**config.mk**
```make
export PLATFORM = sky130hd
export DESIGN_NAME = fanout_buffer
export DESIGN_NICKNAME = d
export VERILOG_FILES = /design/src/fanout_pkg.sv /design/src/fanout_gate_sync.sv /design/src/fanout_buffer.sv
export SDC_FILE = /design/constraint.sdc
export NUM_CORES = 1
export LEC_CHECK = 0
export ABC_AREA = 1
export ABC_CLOCK_PERIOD_IN_PS = 1500
export BUFFER_PORTS_ARGS = -buffer_cell sky130_fd_sc_hd__buf_2
export CORE_AREA = 5 5 42 44
export CTS_CLUSTER_DIAMETER = 200
export DETAILED_ROUTE_END_ITERATION = 10
export DIE_AREA = 0 0 47 49
export HOLD_SLACK_MARGIN = 0.03
export PLACE_DENSITY = 0.54
export SLEW_MARGIN = 20
export SYNTH_ARGS = -nofsm -noshare
export SYNTH_HDL_FRONTEND = slang
export SYNTH_HIERARCHICAL = 1
export SYNTH_SLANG_ARGS = --single-unit
```
**constraint.sdc**
```tcl
create_clock -name clk -period 1.5 [get_ports clk]
set_input_delay 0.225 -clock clk [delete_from_list [all_inputs] [get_ports clk]]
set_output_delay 0.225 -clock clk [all_outputs]
set_load 0.05 [all_outputs]
```
**src/fanout_pkg.sv**
```systemverilog
// Constants shared by the dual-source clock fanout gate.
// Assumes all pins except the asynchronous reset_n are sampled as synchronous levels on the system clock.
package fanout_pkg;
  localparam int unsigned OUT_PAIRS = 5;
  localparam logic SRC_PRIMARY = 1'b1;
  localparam logic SRC_SECONDARY = 1'b0;
  localparam logic GATE_OPEN = 1'b0;
  localparam logic LEVEL_LVDS = 1'b0;
  localparam logic LEVEL_LVPECL = 1'b1;
  localparam logic RESET_GATED = 1'b1;
  typedef enum logic {level_lvds, level_lvpecl} level_t;
endpackage

```
**src/fanout_gate_sync.sv**
```systemverilog
// Gate synchroniser: latches the enable level on a falling source edge.
// Assumes the selected clock level is sampled on clk.
`timescale 1ns/100ps
module fanout_gate_sync (
  input wire logic clk,
  input wire logic reset_n,
  input wire logic src_level,
  input wire logic output_gate_n,
  output logic gated,
  output logic fall_edge
);
  logic src_prev;

  always_ff @(posedge clk or negedge reset_n) begin
    if (!reset_n) begin
      src_prev <= 1'b0;
    end else begin
      src_prev <= src_level;
    end
  end

  assign fall_edge = src_prev & ~src_level;

  // Gate changes only on a falling edge so no output pulse is shortened.
  always_ff @(posedge clk or negedge reset_n) begin
    if (!reset_n) begin
      gated <= fanout_pkg::RESET_GATED;
    end else if (fall_edge) begin
      gated <= output_gate_n;
    end
  end
endmodule

```
**src/fanout_buffer.sv**
```systemverilog
// Dual-source clock fanout with a synchronised output gate.
// Assumes clock inputs are slow enough to be sampled on clk.
// Assumes the controller changes the source choice only while gated.
// The outputs lag the chosen input by one clk cycle.
// Behaviour
// source choice high routes primary pair.
// source choice low routes secondary pair.
// gate low lets outputs follow clock.
// gate high forces true low, complement high.
// gate change applies after falling source edge.
// enabled outputs are non-inverting copies.
// five identical pairs from one source.
// level select low LVDS, high LVPECL.
// controller switches source only while gated.
`timescale 1ns/100ps
module fanout_buffer #(
  parameter int unsigned PAIRS = fanout_pkg::OUT_PAIRS
) (
  input wire logic clk,
  input wire logic reset_n,
  input wire logic primary_in,
  input wire logic primary_in_comp,
  input wire logic secondary_in,
  input wire logic secondary_in_comp,
  input wire logic source_choice,
  input wire logic output_gate_n,
  input wire logic level_select,
  output logic [PAIRS-1:0] fanout_true,
  output logic [PAIRS-1:0] fanout_comp,
  output fanout_pkg::level_t out_level
);
  logic prim_level;
  logic sec_level;
  logic sel_true;
  logic gated;
  logic fall_edge;

  // A pair reads high only with the true leg high and the complement low;
  // equal legs read low, so a broken pair cannot toggle the loads.
  function automatic logic pair_level(input logic leg_true,
    input logic leg_comp);
    return leg_true & ~leg_comp;
  endfunction

  // Low on the pin, its undriven level, selects the LVDS standard.
  function automatic fanout_pkg::level_t level_of(input logic pin);
    return (pin == fanout_pkg::LEVEL_LVDS) ? fanout_pkg::level_lvds :
      fanout_pkg::level_lvpecl;
  endfunction

  // The source mux is not glitch-free; the controller swaps while gated.
  always_comb begin
    prim_level = pair_level(primary_in, primary_in_comp);
    sec_level = pair_level(secondary_in, secondary_in_comp);
    if (source_choice == fanout_pkg::SRC_PRIMARY) begin
      sel_true = prim_level;
    end else begin
      sel_true = sec_level;
    end
  end

  fanout_gate_sync fanout_gate_sync_i (
    .clk(clk),
    .reset_n(reset_n),
    .src_level(sel_true),
    .output_gate_n(output_gate_n),
    .gated(gated),
    .fall_edge(fall_edge)
  );

  // True legs: forced low while gated, else a copy of the chosen input.
  always_ff @(posedge clk or negedge reset_n) begin
    if (!reset_n) begin
      fanout_true <= '0;
    end else if (gated != fanout_pkg::GATE_OPEN) begin
      fanout_true <= '0;
    end else begin
      fanout_true <= {PAIRS{sel_true}};
    end
  end

  // Complement legs sit high while gated, the idle level of a stopped pair.
  always_ff @(posedge clk or negedge reset_n) begin
    if (!reset_n) begin
      fanout_comp <= '1;
    end else if (gated != fanout_pkg::GATE_OPEN) begin
      fanout_comp <= '1;
    end else begin
      fanout_comp <= {PAIRS{~sel_true}};
    end
  end

  // A static pin, registered only so that out_level leaves a flip-flop.
  always_ff @(posedge clk or negedge reset_n) begin
    if (!reset_n) begin
      out_level <= fanout_pkg::level_lvds;
    end else begin
      out_level <= level_of(level_select);
    end
  end

  property p_gated_low;
    @(posedge clk) disable iff (!reset_n)
      gated |=> (fanout_true == '0 && fanout_comp == '1);
  endproperty
  a_gated_low: assert property (p_gated_low)
    else $error("gated out wrong");

  property p_follow;
    @(posedge clk) disable iff (!reset_n)
      !gated |=> fanout_true == {PAIRS{$past(sel_true)}};
  endproperty
  a_follow: assert property (p_follow) else $error("not following");

  property p_prim;
    @(posedge clk) disable iff (!reset_n)
      (!gated && source_choice) |=> fanout_true[0] == $past(prim_level);
  endproperty
  a_prim: assert property (p_prim) else $error("primary not routed");

  property p_sec;
    @(posedge clk) disable iff (!reset_n)
      (!gated && !source_choice) |=> fanout_true[0] == $past(sec_level);
  endproperty
  a_sec: assert property (p_sec) else $error("secondary not routed");

  property p_sync;
    @(posedge clk) disable iff (!reset_n)
      !fall_edge |=> $stable(gated);
  endproperty
  a_sync: assert property (p_sync) else $error("gate moved off edge");

  property p_take;
    @(posedge clk) disable iff (!reset_n)
      fall_edge |=> gated == $past(output_gate_n);
  endproperty
  a_take: assert property (p_take) else $error("gate not taken");

  property p_diff;
    @(posedge clk) disable iff (!reset_n)
      fanout_comp == ~fanout_true;
  endproperty
  a_diff: assert property (p_diff) else $error("pair not complementary");

  property p_same;
    @(posedge clk) disable iff (!reset_n)
      fanout_true == {PAIRS{fanout_true[0]}};
  endproperty
  a_same: assert property (p_same) else $error("pairs differ");

  property p_level;
    @(posedge clk) disable iff (!reset_n)
      1'b1 |=> out_level ==
        (($past(level_select) == fanout_pkg::LEVEL_LVPECL) ?
        fanout_pkg::level_lvpecl : fanout_pkg::level_lvds);
  endproperty
  a_level: assert property (p_level) else $error("level wrong");

  // One check per row of the pair truth table.
  property p_true_high;
    @(posedge clk) disable iff (!reset_n)
      (!gated && sel_true) |=> (fanout_true == '1 && fanout_comp == '0);
  endproperty
  a_true_high: assert property (p_true_high)
    else $error("high input not copied");

  property p_true_low;
    @(posedge clk) disable iff (!reset_n)
      (!gated && !sel_true) |=> (fanout_true == '0 && fanout_comp == '1);
  endproperty
  a_true_low: assert property (p_true_low)
    else $error("low input not copied");

  property p_comp_follow;
    @(posedge clk) disable iff (!reset_n)
      !gated |=> fanout_comp == ~{PAIRS{$past(sel_true)}};
  endproperty
  a_comp_follow: assert property (p_comp_follow)
    else $error("complement not following");

  property p_prim_comp;
    @(posedge clk) disable iff (!reset_n)
      (!gated && source_choice) |=> fanout_comp[0] == ~$past(prim_level);
  endproperty
  a_prim_comp: assert property (p_prim_comp)
    else $error("primary complement not routed");

  // The gate may open or close only at an edge that sampled the pin.
  property p_open_edge;
    @(posedge clk) disable iff (!reset_n)
      $fell(gated) |-> ($past(fall_edge) && !$past(output_gate_n));
  endproperty
  a_open_edge: assert property (p_open_edge)
    else $error("gate opened off edge");

  property p_close_edge;
    @(posedge clk) disable iff (!reset_n)
      $rose(gated) |-> ($past(fall_edge) && $past(output_gate_n));
  endproperty
  a_close_edge: assert property (p_close_edge)
    else $error("gate closed off edge");

  // The first cycle after reset is skipped: out_level still holds its reset
  // value there, whatever the pin was.
  property p_level_hold;
    @(posedge clk) disable iff (!reset_n)
      ($stable(level_select) && $past(reset_n)) |=> $stable(out_level);
  endproperty
  a_level_hold: assert property (p_level_hold)
    else $error("level moved on a static pin");

  // Covers mark that each source, both gate moves and the LVPECL level were seen.

  c_enable: cover property (@(posedge clk) disable iff (!reset_n)
    $fell(gated));
  c_disable: cover property (@(posedge clk) disable iff (!reset_n)
    $rose(gated));
  c_prim_run: cover property (@(posedge clk) disable iff (!reset_n)
    !gated && source_choice && fall_edge);
  c_sec_run: cover property (@(posedge clk) disable iff (!reset_n)
    !gated && source_choice == fanout_pkg::SRC_SECONDARY && fall_edge);
  c_level_pecl: cover property (@(posedge clk) disable iff (!reset_n)
    out_level == fanout_pkg::level_lvpecl);
endmodule

```
Word-level counts from Yosys, hierarchy flattened --
Index checks and enable logic that the tools add are counted.
Storage, ports and cells: bits in registers 13, bits of input ports 9, output and inout bits 11, logic and storage cells 15
Cells by class: multiplexer cells 4, bitwise logic cells 6
Operator list (number):
- 5-bit two-way mux | 2
- 1-bit bitwise AND | 3
- 1-bit inverter | 3
- 1-bit two-way mux | 2

Depth between registers and ports, before layout --
depth in word-level cells 5, gate-level depth with buffers 7, mapped depth without buffers 7

Modules after synthesis --
Netlist, hierarchy kept.
Modules (own cells, without submodules):
- fanout_buffer | instances 1, cells each 20, area each 178.9 µm², sequential area each 76.3 µm²
- fanout_gate_sync | instances 1, cells each 8, area each 77.6 µm², sequential area each 51.3 µm²

Worst setup path before layout --
OpenSTA, ideal clock, no wires.
path kind reg2out, start point reg fanout_comp[3] (netlist name), end point out fanout_comp[1], arrival time 950 ps, required time 1275 ps, path slack 325 ps, stages on the path, launching flop included 2, path buffers 1, cell sequence dfstp_2 > buf_4
RTL lines:
- end, declared | RTL line fanout_buffer.sv:29 | output logic [PAIRS-1:0] fanout_comp,

Worst setup path after layout --
start point reg fanout_comp[3], end point out fanout_comp[3]
RTL lines:
- start signal, assigned | RTL line fanout_buffer.sv:89 | fanout_comp <= {PAIRS{~sel_true}};
No word-level cell between the ends.

==> out/metrics.cfg <==
[status]
status=completed

[critical_path]
cp_cell_sequence=buf_2
r2r_slack_ns=0.82
slowest_delay_ns=0.54
crit_path_start_kind=register
crit_family=flip-flops
path_max_fanout=5
worstRegToRegCells=1
worst-path-buf-inv=1
crit_path_end_kind=output port
required_ns=1.27
crit_type=register to output port
crit_slowest_cell=dfstp_2
cp_num_cells=1
cp_data_arrival_time_ns=1.04

[placement]
placement.io_buffers=19
placedInstanceArea_sq_um=308
place.gp.congestion=0.605

[clock_tree]
tritoncts=built
cts_buffers=3
cts_sinks=5
clockRootBuffer=clkbuf_4
post_cts_resized=0
cts.clk_slew.worst_paths_ns=0.04
cts.htree.levels=1
clk_latency_ns=0.24
cts_buffer_depth=2

[pwr]
vdd_ir_drop_max_uv=564
p_per_area_mw_per_mm2=1350
power_mw=0.465
p_leak_nw=0.198

[global_routing]
antenna_found_initial=0
first_global_vias=191
grt-ovfl-total=0
grt_max_degree=6
track_usage=0.0481
grt_first_pass_wirelength_microns=738

[detailed_routing]
dr.pass1.iters=2
drc_errors=0
wirelength_microns=468
antenna_left=0
routedWlPerCell_microns=7.93
vias=210
drt_iter0_drc=4
routed_via_density=3.56

[sta]
period_share=0.843
final.setup.tns_ns=0
clock.fmax_ghz=0.791
final_hold_viol_count=0
relSlewSlack=0.833
rsz0062_at_grt=no
period_minus_slack_ns=1.26
clock_skew_ns=0.000218
setup_viol=0
worst_pin_slew_ns=0.252
report.final.slew_viol_count=0

[die]
design.die.area_sq_mm=0.00230
ioPinCount=20
initial_core_util=0.180
core_sq_mm=0.00140
die_h_microns=49
rows=14
die_x_microns=47

[job]
drv_cap=0

[layout]
final_cell_mix=buf_2 (19), inv_1 (4), nand2_1 (4)
area_growth_pct=36.1
fin_nets=53
drive_gt1_frac=0.628
finalInstanceArea_sq_um=344
nFillCells=164
final_common_cell=buf_2
diodes=0

[synth]
synth.avg_cell_area_sq_um=9.36
synthesis.nets=36
yosys_warnings=6
syn-instance-count=27
synth_area_sq_um=253

[worst_hold_path]
worstHoldPathCells=1
hold_path.class=input pin to register

==> worst paths after layout <==
kind	startpoint	endpoint
max	fanout_comp[3]$_DFF_PN1_	fanout_comp[3]
min	level_select	out_level$_DFF_PN0_
max reg2reg	fanout_gate_sync_i/gated$_DFFE_PN1P_	fanout_true[3]$_DFF_PN0_
min reg2reg	fanout_gate_sync_i/gated$_DFFE_PN1P_	fanout_comp[3]$_DFF_PN1_
max in group asynchronous	reset_n	fanout_comp[3]$_DFF_PN1_
min in group asynchronous	reset_n	fanout_gate_sync_i/src_prev$_DFF_PN0_
==> final cells by class <==
type / count / area (sq um) / area share
Timing Repair Buffer: 20 / 105 / 0.305
Tap cell: 16 / 20.0 / 0.0582
Multi-Input combinational cell: 9 / 46.3 / 0.135
Sequential cell: 5 / 128 / 0.371
Inverter: 5 / 18.8 / 0.0545
Clock buffer: 4 / 26.3 / 0.0764
==> layer usage <==
| metal | GRT usage | routed length [microns] |
|---|---|---|
| met1 | 0.0379 | 158 |
| met2 | 0.0747 | 208 |
| met3 | 0.0554 | 101 |
| met4 | 0.0138 | 0 |
| met5 | 0 | 0 |
==> through the flow <==
step / util / std cells / worst slack [ns] / hold WS [ns]
floorplan: - / 27 / 0.325 / -0.0706
global placement: 0.220 / 54 / 0.493 / 0.0432
detailed placement: 0.220 / 54 / 0.481 / 0.0463
CTS: 0.246 / 59 / 0.223 / 0.0873
global route: 0.246 / 59 / 0.191 / 0.0737
finish: 0.246 / 59 / 0.236 / 0.0921
==> registers in the layout (all words and copies together) (netlist names) <==
name                         count
fanout_gate_sync_i/gated         1
fanout_comp                      1
out_level                        1
fanout_true                      1
fanout_gate_sync_i/src_prev      1
==> power by group <==
group | internal (mW) | leakage, nW | total, mW | switching [mW]
Combinational | 0.0332 | 0.124 | 0.150 | 0.116
Sequential | 0.154 | 0.0589 | 0.163 | 0.00899
Clock | 0.100 | 0.0150 | 0.152 | 0.0516
Total | 0.288 | 0.198 | 0.465 | 0.177
==> repair_timing <==
| item | 4_1_cts | 5_1_grt |
|---|---|---|
| buffers inserted | 0 | 0 |
| endpoints found under the setup margin | 0 | 0 |
| endpoints found under the hold margin | 5 | 0 |
| hold buffers | 1 | 0 |
Note: power is estimated with default switching activity, not from simulation.
